==> src/store_check_pkg.sv <==
package store_check_pkg;

	// two-of-four command codes
	localparam logic [3:0] CMD_READ    = 4'h3;
	localparam logic [3:0] CMD_WRITE   = 4'h5;
	localparam logic [3:0] CMD_MWRITE  = 4'h6;
	localparam logic [3:0] CMD_MREAD   = 4'h9;
	localparam logic [3:0] CMD_ECHO    = 4'ha;
	localparam logic [3:0] CMD_REFRESH = 4'hc;

	// error vector bit positions
	localparam int ERR_CMD    = 0;
	localparam int ERR_DPAR   = 1;
	localparam int ERR_REFSEL = 2;
	localparam int ERR_MODSEL = 3;
	localparam int ERR_APAR   = 4;
	localparam int ERR_TIMING = 5;
	localparam int ERR_PROT   = 6;

	// control field bit positions
	localparam int CTL_BAD_APAR  = 0;
	localparam int CTL_NO_TIMING = 1;

	// address fields: module, 4k-word block, guard register select
	localparam int MOD_LSB   = 15;
	localparam int BLOCK_LSB = 12;

	// timing signal patterns sent to the fanout boards
	localparam logic [2:0] TIM_READ    = 3'h3;
	localparam logic [2:0] TIM_WRITE   = 3'h7;
	localparam logic [2:0] TIM_REFRESH = 3'h1;

	localparam logic [15:0] GUARD_RST = 16'h0000;

	typedef enum {ST_IDLE, ST_ACCESS} state_type;

	typedef struct packed {
		logic [3:0]  cmd;
		logic [17:0] addr;
		logic [23:0] data;
		logic [1:0]  par;
		logic [1:0]  ctl;
	} busReq_type;

	typedef struct packed {
		logic [17:0] addr;
		logic [23:0] data;
		logic [1:0]  par;
		logic [7:0]  err;
	} busResp_type;

	typedef struct packed {
		logic [7:0]  sel;
		logic        refresh;
		logic        write;
		logic [14:0] addr;
		logic        addrPar;
		logic [2:0]  timing;
	} memCmd_type;

endpackage

==> src/store_check.sv <==
// Functional notes
// - commands are two-of-four codes and a valid code raises no error.
// - a received address is returned to the processor by the echo command.
// - the echo command loops data back and flags deliberately bad data parity.
// - data word parity is checked and parity and error answers follow the data received.
// - a refresh drives all modules at once and each equipped fanout returns refresh select.
// - a refresh-select return stuck active or stuck inactive on an equipped board is flagged.
// - a normal access selects one module and errs unless exactly that module answers.
// - address parity is sent to the fanout boards and any parity error they report is flagged.
// - looped-back timing signals are compared with those expected and missing ones flagged.
// - four 16-bit guard registers, bitwise writable and readable by maintenance commands only.
// - a normal write into a guarded region or with bad data parity is suppressed, otherwise it is performed.
// - requests are accepted from the standby processor's bus port when it is selected.
// - even and odd modules have separate write and read data paths through registers.
`timescale 1ns/1ns
module store_check (
	input  wire logic                        clk,
	input  wire logic                        rstn,
	input  wire logic                        clkEn,
	input  wire logic                        useStandby,
	input  wire logic                        reqValidOwn,
	input  wire store_check_pkg::busReq_type reqOwn,
	input  wire logic                        reqValidStby,
	input  wire store_check_pkg::busReq_type reqStby,
	output logic                             reqReady,
	output logic                             respValid,
	output store_check_pkg::busResp_type     resp,
	input  wire logic [7:0]                  equipped,
	input  wire logic [7:0]                  refSelRet,
	input  wire logic [7:0]                  modSelRet,
	input  wire logic [7:0]                  addrParErr,
	input  wire logic [2:0]                  timingRet,
	input  wire logic [25:0]                 rdEven,
	input  wire logic [25:0]                 rdOdd,
	output store_check_pkg::memCmd_type      memCmd,
	output logic [25:0]                      wrEven,
	output logic [25:0]                      wrOdd
);

	function automatic logic legalCmd(input logic [3:0] c);
		return ($countones(c) == 2);
	endfunction

	function automatic logic [1:0] genPar(input logic [23:0] d);
		return {~^d[23:12], ~^d[11:0]};
	endfunction

	function automatic logic [2:0] timingFor(input logic [3:0] c);
		case (c)
			store_check_pkg::CMD_READ:    return store_check_pkg::TIM_READ;
			store_check_pkg::CMD_WRITE:   return store_check_pkg::TIM_WRITE;
			store_check_pkg::CMD_REFRESH: return store_check_pkg::TIM_REFRESH;
			default:                      return 3'h0;
		endcase
	endfunction

	store_check_pkg::state_type    state_ff,  nxt_state;
	store_check_pkg::busReq_type   req_ff,    nxt_req;
	store_check_pkg::busResp_type  resp_ff,   nxt_resp;
	store_check_pkg::memCmd_type   mem_ff,    nxt_mem;
	logic [3:0][15:0]              guard_ff,  nxt_guard;
	logic                          ready_ff,  nxt_ready;
	logic                          rvalid_ff, nxt_rvalid;
	logic [25:0]                   wrEven_ff, nxt_wrEven;
	logic [25:0]                   wrOdd_ff,  nxt_wrOdd;

	store_check_pkg::busReq_type   req;
	logic                          reqV;
	logic [5:0]                    block;
	logic                          prot;
	logic                          dataOk;
	logic                          memOp;
	logic [2:0]                    modNum;

	always_comb begin
		req = useStandby ? reqStby : reqOwn;
		reqV = useStandby ? reqValidStby : reqValidOwn;
		nxt_state = state_ff;
		nxt_req = req_ff;
		nxt_resp = resp_ff;
		nxt_mem = '0;
		nxt_guard = guard_ff;
		nxt_rvalid = 1'b0;
		nxt_wrEven = '0;
		nxt_wrOdd = '0;
		block = '0;
		prot = 1'b0;
		dataOk = 1'b0;
		memOp = 1'b0;
		modNum = '0;
		case (state_ff)
			store_check_pkg::ST_IDLE: begin
				// nothing is taken until ready shows, so the edge right after reset refuses
				if (reqV && ready_ff) begin
					nxt_req = req;
					block = req.addr[17:store_check_pkg::BLOCK_LSB];
					prot = guard_ff[block[5:4]][block[3:0]];
					dataOk = (genPar(req.data) == req.par);
					modNum = req.addr[17:store_check_pkg::MOD_LSB];
					if (req.cmd == store_check_pkg::CMD_READ || req.cmd == store_check_pkg::CMD_WRITE)
						nxt_mem.sel = 8'h01 << modNum;
					nxt_mem.refresh = (req.cmd == store_check_pkg::CMD_REFRESH);
					nxt_mem.write = (req.cmd == store_check_pkg::CMD_WRITE) && !prot && dataOk;
					memOp = nxt_mem.refresh || (|nxt_mem.sel);
					if (memOp) begin
						nxt_mem.addr = req.addr[14:0];
						// parity covers only the bits the fanout boards receive
						nxt_mem.addrPar = ~^req.addr[14:0] ^
							req.ctl[store_check_pkg::CTL_BAD_APAR];
						// inhibit lets the loop-back check be proven
						nxt_mem.timing = req.ctl[store_check_pkg::CTL_NO_TIMING]
							? 3'h0 : timingFor(req.cmd);
					end
					if (nxt_mem.write) begin
						if (modNum[0])
							nxt_wrOdd = {req.par, req.data};
						else
							nxt_wrEven = {req.par, req.data};
					end
					nxt_state = store_check_pkg::ST_ACCESS;
				end
			end
			store_check_pkg::ST_ACCESS: begin
				block = req_ff.addr[17:store_check_pkg::BLOCK_LSB];
				prot = guard_ff[block[5:4]][block[3:0]];
				dataOk = (genPar(req_ff.data) == req_ff.par);
				memOp = mem_ff.refresh || (|mem_ff.sel);
				nxt_resp = '0;
				nxt_resp.err[store_check_pkg::ERR_CMD] = !legalCmd(req_ff.cmd);
				nxt_resp.err[store_check_pkg::ERR_DPAR] = !dataOk &&
					(req_ff.cmd == store_check_pkg::CMD_WRITE ||
					 req_ff.cmd == store_check_pkg::CMD_MWRITE ||
					 req_ff.cmd == store_check_pkg::CMD_ECHO);
				// refresh: every equipped board must answer; otherwise no equipped board may
				nxt_resp.err[store_check_pkg::ERR_REFSEL] = mem_ff.refresh
					? ((refSelRet & equipped) != equipped)
					: (|(refSelRet & equipped));
				nxt_resp.err[store_check_pkg::ERR_MODSEL] = !mem_ff.refresh &&
					(modSelRet != mem_ff.sel);
				nxt_resp.err[store_check_pkg::ERR_APAR] = memOp &&
					(|(addrParErr & equipped));
				nxt_resp.err[store_check_pkg::ERR_TIMING] = memOp &&
					(timingRet != timingFor(req_ff.cmd));
				nxt_resp.err[store_check_pkg::ERR_PROT] =
					(req_ff.cmd == store_check_pkg::CMD_WRITE) && prot;
				case (req_ff.cmd)
					store_check_pkg::CMD_READ: begin
						{nxt_resp.par, nxt_resp.data} =
							req_ff.addr[store_check_pkg::MOD_LSB] ? rdOdd : rdEven;
					end
					store_check_pkg::CMD_MREAD: begin
						nxt_resp.data = {8'h00, guard_ff[req_ff.addr[1:0]]};
						nxt_resp.par = genPar(nxt_resp.data);
					end
					store_check_pkg::CMD_ECHO: begin
						nxt_resp.addr = req_ff.addr;
						nxt_resp.data = req_ff.data;
						nxt_resp.par = req_ff.par;
					end
					store_check_pkg::CMD_MWRITE: begin
						// bad parity leaves the guard bits untouched
						if (dataOk)
							nxt_guard[req_ff.addr[1:0]] = req_ff.data[15:0];
					end
					default: begin
					end
				endcase
				nxt_rvalid = 1'b1;
				nxt_state = store_check_pkg::ST_IDLE;
			end
			default: nxt_state = store_check_pkg::ST_IDLE;
		endcase
		nxt_ready = (nxt_state == store_check_pkg::ST_IDLE);
	end

	always_ff @(posedge clk or negedge rstn) begin
		if (!rstn) begin
			state_ff <= store_check_pkg::ST_IDLE;
			req_ff <= '0;
			resp_ff <= '0;
			mem_ff <= '0;
			guard_ff <= {4{store_check_pkg::GUARD_RST}};
			ready_ff <= 1'b0;
			rvalid_ff <= 1'b0;
			wrEven_ff <= '0;
			wrOdd_ff <= '0;
		end else if (clkEn) begin
			state_ff <= nxt_state;
			req_ff <= nxt_req;
			resp_ff <= nxt_resp;
			mem_ff <= nxt_mem;
			guard_ff <= nxt_guard;
			ready_ff <= nxt_ready;
			rvalid_ff <= nxt_rvalid;
			wrEven_ff <= nxt_wrEven;
			wrOdd_ff <= nxt_wrOdd;
		end
	end

	assign reqReady = ready_ff;
	assign respValid = rvalid_ff;
	assign resp = resp_ff;
	assign memCmd = mem_ff;
	assign wrEven = wrEven_ff;
	assign wrOdd = wrOdd_ff;
endmodule

==> config.mk <==
export PLATFORM = sky130hd
export DESIGN_NAME = store_check
export DESIGN_NICKNAME = d
export VERILOG_FILES = /design/src/store_check_pkg.sv /design/src/store_check.sv
export SDC_FILE = /design/constraint.sdc
export NUM_CORES = 1
export LEC_CHECK = 0
export BUFFER_PORTS_ARGS = -buffer_cell sky130_fd_sc_hd__buf_2
export CORE_MARGIN = 5
export CORE_UTILIZATION = 55
export CTS_CLUSTER_DIAMETER = 150
export DETAILED_ROUTE_END_ITERATION = 8
export GPL_ROUTABILITY_DRIVEN = 0
export PLACE_DENSITY = 0.91
export SLEW_MARGIN = 20
export SYNTH_ARGS = -nofsm -noshare
export SYNTH_HDL_FRONTEND = slang
export SYNTH_SLANG_ARGS = --single-unit
==> constraint.sdc <==
create_clock -name clk -period 4.73 [get_ports clk]
set_input_delay 0.7095 -clock clk [delete_from_list [all_inputs] [get_ports clk]]
set_output_delay 0.7095 -clock clk [all_outputs]
set_load 0.005 [all_outputs]
* Yosys cells after proc, flatten, opt, wreduce, memory -nomap -nowiden
Cells that the tools add are included.
Cells by class: equal/unequal tests 16, bitwise logic cells 3, add/sub/neg operators 3, magnitude comparators 6, muxes and demuxes 40, reduce and logical (&&, ||, !) cells 34, shifts and indexed selects 1
Operators by type and width (count):
- two-way mux 26 bit | 9
- binary-select mux 16 bit (select 2 bit) | 3
- one-hot mux 26 bit (3 select lines) | 1
- XNOR reduction 12 bit | 6
- bitwise mux 64 bit | 1
- zero test 32 bit | 2
- two-way mux 16 bit | 4
- two-way mux 32 bit | 2
- two-way mux 29 bit | 2
- two-way mux 50 bit | 1
- demux 16 bit (select 2 bit) | 1
- == test 32 x 1 -> 1 bit (second input constant) | 1
- OR reduction 8 bit | 4
- two-way mux 8 bit | 3
- two-way mux 19 bit | 1
- two-way mux 18 bit | 1
- one-hot mux 3 bit (3 select lines) | 2
- AND 8 bit | 2
- == test 4 bit (second input constant) | 4
- != test 8 bit | 2
- XNOR reduction 15 bit | 1
- == test 4 x 3 -> 1 bit (second input constant) | 3
- < comparator 4 x 5 -> 1 bit (second input constant) | 2
- logical AND 1 bit | 9
- 18 further kinds | 36
Word-level totals: output and inout bits 135, bits of input ports 193, word-level logic and storage cells 126, bits in registers 278

* Longest topological paths before layout
Gate-level depths: netlist of the first run.
depth in word-level cells 11, depth in mapped cells 12, gate-level depth less buffers 8

* Worst setup path after synthesis of the first run
Ideal clock, no wire load.
path kind in2reg, start point input useStandby, end point register mem_ff (netlist bit memCmd[19]), stages 8, path buffers 2, arrival 2728 ps, setup slack 1906 ps, setup time 95 ps, required time 4635 ps, cells stage by stage buf_6 -> inv_2 -> buf_4 -> mux2i_1 -> xnor3_1 -> xnor3_1 -> or4_1 -> o32ai_2
On the way: cells in the longest elaborated chain, start to end 10, elaborated cells between the ends (all ways) 16, those cells by class eq/ne: 2; mux: 8; reduce/logical: 6
RTL lines:
- start: declaration | RTL line store_check.sv:20 | input wire logic useStandby,
- two-way mux 50 bit | RTL line store_check.sv:76 | req = useStandby ? reqStby : reqOwn;
- binary-select mux 16 bit (select 2 bit) | RTL line store_check.sv:97 | prot = guard_ff[block[5:4]][block[3:0]];
- two-way mux 16 bit (not written as such) | RTL line store_check.sv:97
- binary-select mux 1 bit (select 4 bit) | RTL line store_check.sv:97
- two-way mux 1 bit (not written as such) | RTL line store_check.sv:97
- zero test 1 bit | RTL line store_check.sv:103 | nxt_mem.write = (req.cmd == store_check_pkg::CMD_WRITE) && !prot && dataOk;
- logical AND 1 bit (2 in series) | RTL line store_check.sv:103
- two-way mux 29 bit * | RTL line store_check.sv:94 | if (reqV && ready_ff) begin
- two-way mux 29 bit * | RTL line store_check.sv:91 | case (state_ff)
- end signal: assignment | RTL line store_check.sv:191 | mem_ff <= nxt_mem;
- end: declaration | RTL line store_check.sv:60 | store_check_pkg::memCmd_type mem_ff, nxt_mem;
Mark *: on every way between the ends. The rest lies on a longest branch, timed or not. The select of a mux whose other input is x is not followed. A chain may end at the register's enable or synchronous reset.

* Final worst setup path of the first run
start point input useStandby, end point register wrOdd_ff[12], in the netlist wrOdd[12]
On the way: cells in the longest elaborated chain, start to end 11, elaborated cells between the ends (all ways) 18, those cells by class eq/ne: 2; mux: 10; reduce/logical: 6
RTL lines:
- two-way mux 50 bit | RTL line store_check.sv:76
- binary-select mux 16 bit (select 2 bit) | RTL line store_check.sv:97
- two-way mux 16 bit (not written as such) | RTL line store_check.sv:97
- binary-select mux 1 bit (select 4 bit) | RTL line store_check.sv:97
- two-way mux 1 bit (not written as such) | RTL line store_check.sv:97
- zero test 1 bit | RTL line store_check.sv:103
- logical AND 1 bit (2 in series) | RTL line store_check.sv:103
- two-way mux 26 bit | RTL line store_check.sv:114 | if (nxt_mem.write) begin
- two-way mux 26 bit * | RTL line store_check.sv:94
- two-way mux 26 bit * | RTL line store_check.sv:91
- end signal: assignment | RTL line store_check.sv:196 | wrOdd_ff <= nxt_wrOdd;
- end: declaration | RTL line store_check.sv:65 | logic [25:0] wrOdd_ff, nxt_wrOdd;
Marked as above.

==> results of run 1 <==
==> path summary, 6_finish.rpt <==
check,slack (ns),from,end,cells after the start
worst min-delay path,0.01,rstn,resp[32],1
max in group asynchronous,3.33,rstn,state_ff[13],3
worst max-delay path,1.32,useStandby,wrOdd[12],8
worst max register to register,1.47,state_ff[30],guard_ff[22],8
min in group clk,0.47,resp[49],resp[49],2
worst min register to register,0.47,resp[49],resp[49],2
==> registers in the layout, indices dropped and copies added, names as in the netlist <==
| name | count |
|---|---|
| wrOdd | 26 |
| reqReady | 1 |
| respValid | 1 |
| req_ff | 48 |
| wrEven | 26 |
| guard_ff | 64 |
| resp | 51 |
| memCmd | 29 |
| state_ff | 32 |
==> worst max-delay path: stages <==
cell	delay [ns]
buf_4	0.46
inv_2	0.31
mux2i_1	0.24
xnor3_1	0.45
xnor3_1	0.45
nor4_2	0.28
nand3_2	0.51
o22ai_1	0.38
==> cell usage in the layout, fill, tap and decap left out, types with 29 or more instances in the layout <==
cell type,count
mux2i_1,46
o21ai_0,95
mux2_2,88
o22ai_1,62
xnor2_1,61
clkbuf_16,29
buf_2,323
mux4_2,45
and2_1,32
inv_1,102
dfrtp_1,277
nand2_1,139
==> report_power, final <==
| group | internal [mW] | switching, mW |
|---|---|---|
| logic | 0.990 | 0.914 |
| clock network | 1.47 | 0.954 |
| registers | 2.65 | 0.601 |
==> area by class of cell <==
type | instances | area share [%]
clock inverters | 11 | 1.065
diodes | 1 | 0.01420
clock buffers | 39 | 4.616
multi-input cells | 844 | 39.85
repair buffers | 345 | 10.34
flip-flops and latches | 278 | 39.50
well taps | 341 | 2.422
inverters | 103 | 2.195
==> routing by layer <==
metal | global-route usage [%] | part of all wire, % | vias up
li1 | - | - | 5270
met1 | 37.84 | 35 | 6071
met2 | 49.13 | 46 | 1011
met3 | 9.793 | 13 | 250
met4 | 11.02 | 4.8 | 2
met5 | 0 | 0.015 | -
==> logic make-up after synthesis <==
group	Yosys count	synth area share, %
compound gates	268	12.55
xor+xnor	91	6.329
fa+ha+maj	7	0.6439
buf+inv	189	5.482
flops	278	47.11
mux	198	18.79
other cells	1	0.02539
simple gates	279	9.074
==> metrics by stage <==
stage          setup WS (ns)  std cells  util (%)  power (mW)
3_5_place_dp          0.8763       1910     62.06       5.100
5_1_grt                1.203       1962     65.92       7.837
6_report               1.320       1962     65.92       7.583
2_1_floorplan          1.906       1311         -       4.350
4_1_cts                1.357       1960     65.80       7.514
3_3_place_gp           1.127       1910     62.06       4.980
==> metrics.md, run 1 <==
| Metric | Value |
|---|---|
| Hold Crit Class | `in -> async` |
| Pin count of the biggest net entering global routing | `138` |
| Lkg Pwr | `8.625 nW` |
| Vias in the first global route | `12,890` |
| Routed len/inst | `23.93 µm` |
| CTS max path bufs | `3` |
| Mapped Cells | `1,311` |
| PD cells | `430.5 nW/µm²` |
| Filler Cell Count | `about 1,900` |
| Hold Buf Count CTS | `0` |
| Fin area | `17,620 µm²` |
| Number of clock sinks | `278` |
| Worst skew pair latency | `0.55 ns` |
| Die height | `173.9 µm` |
| Worst Tran Pin Value | `1.169 ns` |
| Nets | `between 1,500 and 2,000` |
| Synth top area share | `47.11%` |
| First-pass GRT wire length | `approximately 73,000 µm` |
| Initial Utilization | `about 55%` |
| GRT Util Overall | `30.10%` |
| Total Routed Length | `46,960 µm` |
| Grt ovf | `0` |
| Biggest area contributors in the synthesized netlist | `dfrtp_1 (47%), mux4_2 (6.9%), mux2_2 (6.7%)` |
| Worst-path clk slew | `0.07 ns` |
| Initial antenna violation count | `2` |
| WP data required | `5.15 ns` |
| RSZ-0062 raised after global routing | `no` |
| Max FO, Critical Path | `38` |
| Fraction of registers with async set/reset | `100.0%` |
| Port Buf Inserts | `326` |
| CTS tree | `built` |
| P&R area growth vs syn | `19.29%` |
| Vias per Instance | `6.424` |
| Status | `finished, violations left` |
| CTS Buf Count | `29` |
| Final worst path period need | `3.410 ns` |
| Max frequency | `0.2933 GHz` |
| Vias | `12,600` |
| CTS root buf | `clkbuf_16` |
| H-tree levels | `1` |
| Synthesized flop and latch total | `about 280` |
| Post-cts resize count | `0` |
| Hold Vio Cnt, Final | `0` |
| Layout cells sized above 1 | `35.62%` |
| Worst setup EP type | `flop` |
| Final Slew Violations | `0` |
| Die width | `173.9 µm` |
| WS Path Type | `in -> reg` |
| Area of the multi-input gates | `7020 µm²` |
| Die ar. | `about 30,000 µm²` |
| Total core area | `26,730 µm²` |
| Cell Area, Placed | `~17,000 µm²` |
| Hold_ws | `0.01367 ns` |
| Setup bufs post-CTS | `0` |
| Yosys cell types | `70` |
| Warnings from Yosys | `0` |
| Worst EP arrival | `about 3.8 ns` |
| Post-synth top flop | `dfrtp_1` |
| Number of synthesized flops with an enable pin | `0` |
| Most frequent cell after synthesis | `dfrtp_1` |
| Core Rows | `60` |
| Avg Cell Area, Syn | `11.26 µm²` |
| Detail Route Antenna Nets | `0` |
| Final setup fails | `0` |
| Mapped cell area | `14,770 µm²` |
| Violation count after the first detailed-route iteration | `1,699` |
| Maximum vdd drop | `268.2 µV` |
| Part of the cycle the worst path needs | `72.09%` |
| Failing checks | `DRC` |
| IO Pins | `around 330` |
| DRT Pass-1 Iters | `9` |
| Detailed placement HPWL | `33,240 µm` |
| Setup TNS | `0 ns` |
| Clock Skews | `0.02679 ns` |
| Commonest cells post-synth | `dfrtp_1 (278), nand2_1 (139), inv_1 (102)` |
| Slew HR | `~22%` |
| DRC | `2` |
| Biggest area consumer among synthesized cells | `dfrtp_1` |
| MaxCap Viol Count | `0` |
| Register area | `6958 µm²` |
| Seq/Total Area, Yosys | `47.11%` |
| Net count after synthesis | `1,511` |
| Critical Path Source Type | `input port` |
No activity file was read; power rests on OpenSTA's default activity.
==> inputs of run 2 (changes only) <==
==> constraint.sdc (replaced) <==
create_clock -name clk -period 3.4 [get_ports clk]
set_input_delay 0.51 -clock clk [delete_from_list [all_inputs] [get_ports clk]]
set_output_delay 0.51 -clock clk [all_outputs]
set_load 0.005 [all_outputs]
==> run 2 against run 1 <==
Against the previous run: the flow still finishes with violations (DRC); first-iteration DRC count shrank 11%; design area up 1.4%; die area stayed put; worst hold slack improved by 0.20 ns; sequential share of layout area down 0.56 points; setup slack lost 1.1 ns; clock skew shrank 0.014 ns; flip-flop and latch count stayed put; critical path type is now reg -> reg.
==> metrics.md, run 2 (synthesis gave the netlist of run 1 again) <==
| Metric | Value |
|---|---|
| Met1 Use GR | `38.74% (+0.90 points)` |
| DRT Pass-1 Iters | `9 (unchanged)` |
| R2R Path Start | `req_ff[6]` |
| Detailed placement HPWL | `33,970 µm (+2.2%)` |
| Total core area | `26,730 µm² (unchanged)` |
| Filler Cell Count | `1,848 (-1.3%)` |
| Final worst path period need | `3.158 ns` |
| Hold_ws | `0.2101 ns (+0.1964 ns)` |
| Total Routed Length | `46,860 µm (-0.21%)` |
| Vias in the first global route | `12,990 (+0.77%)` |
| Post-cts resize count | `0 (unchanged)` |
| First-pass GRT wire length | `72,940 µm (+0.39%)` |
| Die ar. | `30,230 µm² (unchanged)` |
| Worst Tran Pin Value | `1.050 ns (-0.1196 ns)` |
| CTS tree | `built` |
| RSZ-0062 raised after global routing | `no` |
| Status | `finished, violations left` |
| Setup TNS | `0 ns (unchanged)` |
| Worst setup EP type | `flop` |
| Max reg flops | `64 (unchanged)` |
| Port Buf Inserts | `326 (unchanged)` |
| Lkg Pwr | `8.767 nW (+1.6%)` |
| Hold Crit Class | `in -> reg` |
| GRT met3 Usage | `9.749% (-0.044 points)` |
| Commonest non-fill, non-tap cell in the layout | `buf_2` |
| Initial Utilization | `55.26% (unchanged)` |
| WS Path Type | `reg -> reg` |
| Hold Buf Count CTS | `1 (+1)` |
| MaxCap Viol Count | `0 (unchanged)` |
| CTS Buf Count | `28 (-3.4%)` |
| Final setup fails | `0 (unchanged)` |
| Hold Vio Cnt, Final | `0 (unchanged)` |
| Die height | `173.9 µm (unchanged)` |
| CTS max path bufs | `3 (unchanged)` |
| Clock Skews | `0.01325 ns (-0.01354 ns)` |
| Nets | `1,829 (+1.6%)` |
| IO Pins | `328 (unchanged)` |
| Hold Path End | `memCmd[19]` |
| Max FO, Critical Path | `16 (-58%)` |
| Die width | `173.9 µm (unchanged)` |
| GRT Util Overall | `30.20% (+0.10 points)` |
| Maximum vdd drop | `372.2 µV (+39%)` |
| Initial antenna violation count | `5 (+3)` |
| Most frequent cells in the layout | `buf_2 (323), dfrtp_1 (278), nand2_1 (139)` |
| Largest reg by FF count | `guard_ff` |
| Layout cells sized above 1 | `36.91% (+1.3 points)` |
| DRC | `5 (+3)` |
| Cell Area, Placed | `16,850 µm² (+1.6%)` |
| H-tree levels | `1 (unchanged)` |
| Vias per Instance | `6.289 (-2.1%)` |
| Max frequency | `0.3166 GHz` |
| R2R cell count | `7 (-1)` |
| Grt peak-use layer | `met2` |
| R2r setup slk | `0.24 ns (-1.23 ns)` |
| WP data required | `3.82 ns (-1.33 ns)` |
| Detail Route Antenna Nets | `0 (unchanged)` |
| Vias | `12,550 (-0.45%)` |
| Setup bufs post-CTS | `0 (unchanged)` |
| Failing checks | `DRC` |
| Final Slew Violations | `0 (unchanged)` |
| Core Rows | `60 (unchanged)` |
| Fin area | `17,870 µm² (+1.4%)` |
| CTS root buf | `clkbuf_16` |
| Pin count of the biggest net entering global routing | `101 (-27%)` |
| Terminus of the critical flop-to-flop path | `guard_ff[49]` |
| Worst EP arrival | `3.57 ns (-0.26 ns)` |
| GR Util met2 | `48.77% (-0.36 points)` |
| Violation count after the first detailed-route iteration | `1,507 (-11%)` |
| Worst-path clk slew | `0.07 ns (about the same)` |
| P&R area growth vs syn | `20.99%` |
| Part of the cycle the worst path needs | `92.89%` |
| Number of clock sinks | `278 (unchanged)` |
| Hold path start | `clkEn` |
| Slew HR | `29.68% (+7.9 points)` |
| Critical Path Source Type | `flop` |
| Grt ovf | `0 (unchanged)` |
| PD cells | `595.4 nW/µm² (+38%)` |
| Routed len/inst | `23.49 µm (-1.9%)` |
| Min-Delay Path Depth | `2` |
| Worst skew pair latency | `0.54 ns (about the same)` |
[run 2: cell types whose count changed in the layout (fill, tap and decap cells not counted), moves of 3 or more]
cell	before	now
clkinv_4	1	4
buf_12	1	5
clkinvlp_4	0	4
diode_2	1	4
buf_4	19	44
clkbuf_1	5	1
[run 2: how the worst max path moves through the flow]
stage	from	endpoint	slack (ns)	cells past startpoint
floorplan	useStandby	memCmd[19]	0.78	8
finish	req_ff[6]	guard_ff[49]	0.24	7
global route	req_ff[6]	guard_ff[49]	0.17	7
detailed placement	useStandby	wrEven[0]	0.17	9
global placement	useStandby	wrEven[18]	0.26	9
CTS	req_ff[13]	guard_ff[49]	0.37	7
[run 2: cell type report]
type	instances	area, µm²	share of cell area, %
clock inverter	17	210.2	1.176
inverter	103	386.6	2.164
clock buffer	34	784.5	4.391
tap	341	426.7	2.388
sequential	278	6957	38.94
antenna	4	10.01	0.05602
multi-input combinational	844	7020	39.29
timing repair buffer	374	2072	11.60
[run 2: power breakdown]
part / internal [mW] / switching (mW) / total [mW] / leakage, nW
Clock: 1.95 / 1.36 / 3.31 / 0.480
Sequential: 3.70 / 0.564 / 4.26 / 3.79
Combinational: 1.45 / 1.61 / 3.07 / 4.49
[run 2: metrics by stage]
stage               cells  worst slack [ns]  total power, mW  util, %
floorplan            1311            0.7759            6.051        -
global placement     1939            0.2601            7.102    63.06
detailed placement   1939            0.1745            7.259    63.06
CTS                  1991            0.3657            10.55    66.82
global route         1994            0.1703            11.00    66.84
finish               1995            0.2417            10.64    66.85
[run 2: metal layers]
layer | wire [µm] | up-vias
li1 | - | 5330
met1 | 16780 | 6090
met2 | 22000 | 955
met3 | 6197 | 170
met4 | 1878 | 2
met5 | 13 | -
[run 2: critical path, cell delays in order, from the launching register on]
cell	delay [ns]
dfrtp_1	0.53
xnor2_1	0.29
xnor3_1	0.36
xnor2_1	0.47
nor2_2	0.12
nand4_1	0.12
or2_1	0.71
mux2_2	0.43
==> inputs of run 3 (changes only) <==
--- a/config.mk
+++ b/config.mk
@@ -6,12 +6,14 @@
 export NUM_CORES = 1
 export LEC_CHECK = 0
 export BUFFER_PORTS_ARGS = -buffer_cell sky130_fd_sc_hd__buf_2
+export CELL_PAD_IN_SITES_DETAIL_PLACEMENT = 0
+export CELL_PAD_IN_SITES_GLOBAL_PLACEMENT = 2
 export CORE_MARGIN = 5
-export CORE_UTILIZATION = 55
+export CORE_UTILIZATION = 35
 export CTS_CLUSTER_DIAMETER = 150
 export DETAILED_ROUTE_END_ITERATION = 8
 export GPL_ROUTABILITY_DRIVEN = 0
-export PLACE_DENSITY = 0.91
+export PLACE_DENSITY_LB_ADDON = 0.1
 export SLEW_MARGIN = 20
 export SYNTH_ARGS = -nofsm -noshare
 export SYNTH_HDL_FRONTEND = slang
==> run 3 against run 2 <==
Against the previous run: the flow now finishes without violations; critical path depth grew 1; flip-flop and latch count is the same; utilization shrank 23 points; critical path type unchanged; clock-buffer cell count grew 18; clock skew grew 0.00067 ns; sequential share of layout area shrank 0.92 points; worst hold slack lost 0.17 ns; global-route usage shrank 9.2 points; routed wire length grew 7.0%; non-clock buffer count grew 4; largest power group unchanged; fmax grew 10%; die area grew 54%.
==> metrics.md, run 3 (synthesis gave the netlist of run 1 again) <==
| Metric | Value |
|---|---|
| Detailed placement HPWL | `37,600 µm (+11%)` |
| IO Pins | `328 (unchanged)` |
| Maximum vdd drop | `351.8 µV (-5.5%)` |
| Core Rows | `75 (+25%)` |
| Max FO, Critical Path | `16 (unchanged)` |
| Vias per Instance | `5.199 (-17%)` |
| Total Routed Length | `50,140 µm (+7.0%)` |
| Violation count after the first detailed-route iteration | `749 (-50%)` |
| PD cells | `598.3 nW/µm² (+0.49%)` |
| Initial antenna violation count | `2 (-3)` |
| Commonest non-fill, non-tap cell in the layout | `buf_2` |
| Largest delay share family, worst path | `XOR/XNOR gates` |
| Critical Path Source Type | `flop` |
| R2r setup slk | `0.54 ns (+0.29 ns)` |
| P&R area growth vs syn | `23.90%` |
| Wire length on met2 | `23,060 µm (+4.9%)` |
| First-pass GRT wire length | `75,640 µm (+3.7%)` |
| R2R Path Start | `req_ff[11]` |
| Most frequent cells in the layout | `buf_2 (323), dfrtp_1 (278), nand2_1 (139)` |
| Lkg Pwr | `8.870 nW (+1.2%)` |
| Total core area | `41,850 µm² (+57%)` |
| Worst Tran Pin Value | `1.088 ns (+0.03774 ns)` |
| Hold Crit Class | `in -> async` |
| Bufs and invs on worst path | `1 (+1)` |
| Die width | `215.4 µm (+24%)` |
| Layout cells sized above 1 | `36.98% (+0.072 points)` |
| Post-cts resize count | `0 (unchanged)` |
| Worst EP arrival | `3.26 ns (-0.31 ns)` |
| Slew HR | `27.50% (-2.2 points)` |
| Vias in the first global route | `11,630 (-10%)` |
| Final worst path period need | `2.864 ns (-0.2947 ns)` |
| Post-placement setup slack | `0.2979 ns (+0.1234 ns)` |
| Pin count of the biggest net entering global routing | `101 (unchanged)` |
| Grt ovf | `0 (unchanged)` |
| Detailed-routing wirelength on met1 | `23,180 µm (+38%)` |
| WS Path Type | `reg -> reg` |
| CTS max path bufs | `3 (unchanged)` |
| WP data required | `3.79 ns (-0.03 ns)` |
| H-tree levels | `2 (+1)` |
| Final setup fails | `0 (unchanged)` |
| DRC | `0 (-5)` |
| Max frequency | `0.3492 GHz (+10%)` |
| Worst skew pair latency | `0.52 ns (-0.02 ns)` |
| Nets | `1,839 (+0.55%)` |
| Slowest CP cell | `dfrtp_1` |
| Worst-path clk slew | `0.06 ns (about the same)` |
| DRT Pass-1 Iters | `7 (-2)` |
| Worst setup EP type | `flop` |
| Number of clock sinks | `278 (unchanged)` |
| Most frequent CP cell | `xnor3_1` |
| GRT Util Overall | `21.02% (-9.2 points)` |
| Max Used Layer | `met4` |
| Setup bufs post-CTS | `0 (unchanged)` |
| CTS root buf | `clkbuf_16` |
| Status | `completed` |
| CTS tree | `built` |
| R2R cell count | `8 (+1)` |
| Hold Vio Cnt, Final | `0 (unchanged)` |
| CTS Buf Count | `34 (+21%)` |
| Detail Route Antenna Nets | `0 (unchanged)` |
| Part of the cycle the worst path needs | `84.22% (-8.7 points)` |
| Vias | `11,460 (-8.7%)` |
| Port Buf Inserts | `326 (unchanged)` |
| Max reg flops | `64 (unchanged)` |
| Die ar. | `46,400 µm² (+54%)` |
| Hold Buf Count CTS | `0 (-1)` |
| Routed len/inst | `22.75 µm (-3.1%)` |
| Final Slew Violations | `0 (unchanged)` |
| MaxCap Viol Count | `0 (unchanged)` |
| Clock Skews | `0.01393 ns (+0.0006746 ns)` |
| Metal3 WL | `3064 µm (-51%)` |
| Slowest cell delay on critical path | `0.55 ns (-0.16 ns)` |
| Terminus of the critical flop-to-flop path | `guard_ff[23]` |
| RSZ-0062 raised after global routing | `no` |
| Die height | `215.4 µm (+24%)` |
| Initial Utilization | `35.29% (-20 points)` |
| Crit path cell chain | `xnor3_1 > xnor3_1 > xnor2_1 > nor2_2 > nand3_1 > or3_1 > buf_4 > mux2_4` |
| Largest reg by FF count | `guard_ff` |
| Worst Slack Setup Final | `0.5364 ns (+0.2947 ns)` |
| Setup TNS | `0 ns (unchanged)` |
==> run 3: worst reg2reg max path, stage by stage (launching register included) <==
cell and delay [ns]:
dfrtp_1 0.55, xnor3_1 0.47, xnor3_1 0.22, xnor2_1 0.17
nor2_2 0.27, nand3_1 0.15, or3_1 0.32, buf_4 0.26
mux2_4 0.34
==> run 3: cell type report <==
type | count | area, µm²
Antenna cell | 2 | 5.005
Clock buffer | 52 | 1010
Timing Repair Buffer | 378 | 2125
Multi-Input combinational cell | 844 | 7022
Sequential cell | 278 | 6957
Clock inverter | 8 | 118.9
Inverter | 103 | 386.6
Fill cell | 4068 | 23560
Tap cell | 539 | 674.4
==> run 3: how the worst max path moves through the flow <==
stage	start	endpoint	slack [ns]	depth (start not counted)
after global routing	req_ff[11]	guard_ff[21]	0.39	8
after CTS	req_ff[11]	guard_ff[23]	0.53	8
after floorplan	useStandby	memCmd[19]	0.78	8
after detailed placement	useStandby	wrEven[0]	0.30	10
final	req_ff[11]	guard_ff[23]	0.54	8
after global placement	useStandby	wrEven[0]	0.34	10
==> run 3: stage by stage <==
stage	total power [mW]	std cells	utilization, %	instance area [µm²]	hold WS (ns)
5_1_grt	11.51	2203	43.71	18300	0.08779
6_report	10.95	2204	43.72	18300	0.04340
4_1_cts	11.10	2202	43.71	18290	0.04243
2_1_floorplan	6.051	1311	-	14770	0.2144
3_3_place_gp	7.327	2142	41.01	17160	0.4462
3_5_place_dp	7.346	2142	41.01	17160	0.4510
==> run 3: report_power, final <==
group	internal, mW	leakage [nW]	switching (mW)
Combinational	1.45	4.52	1.48
Sequential	3.70	3.79	0.619
Clock	2.27	0.556	1.43
==> run 3: routing by layer <==
metal	up-vias	GRT usage, %
li1	5347	-
met1	5701	30.12
met2	353	33.18
met3	58	4.624
met4	0	4.267
met5	-	0
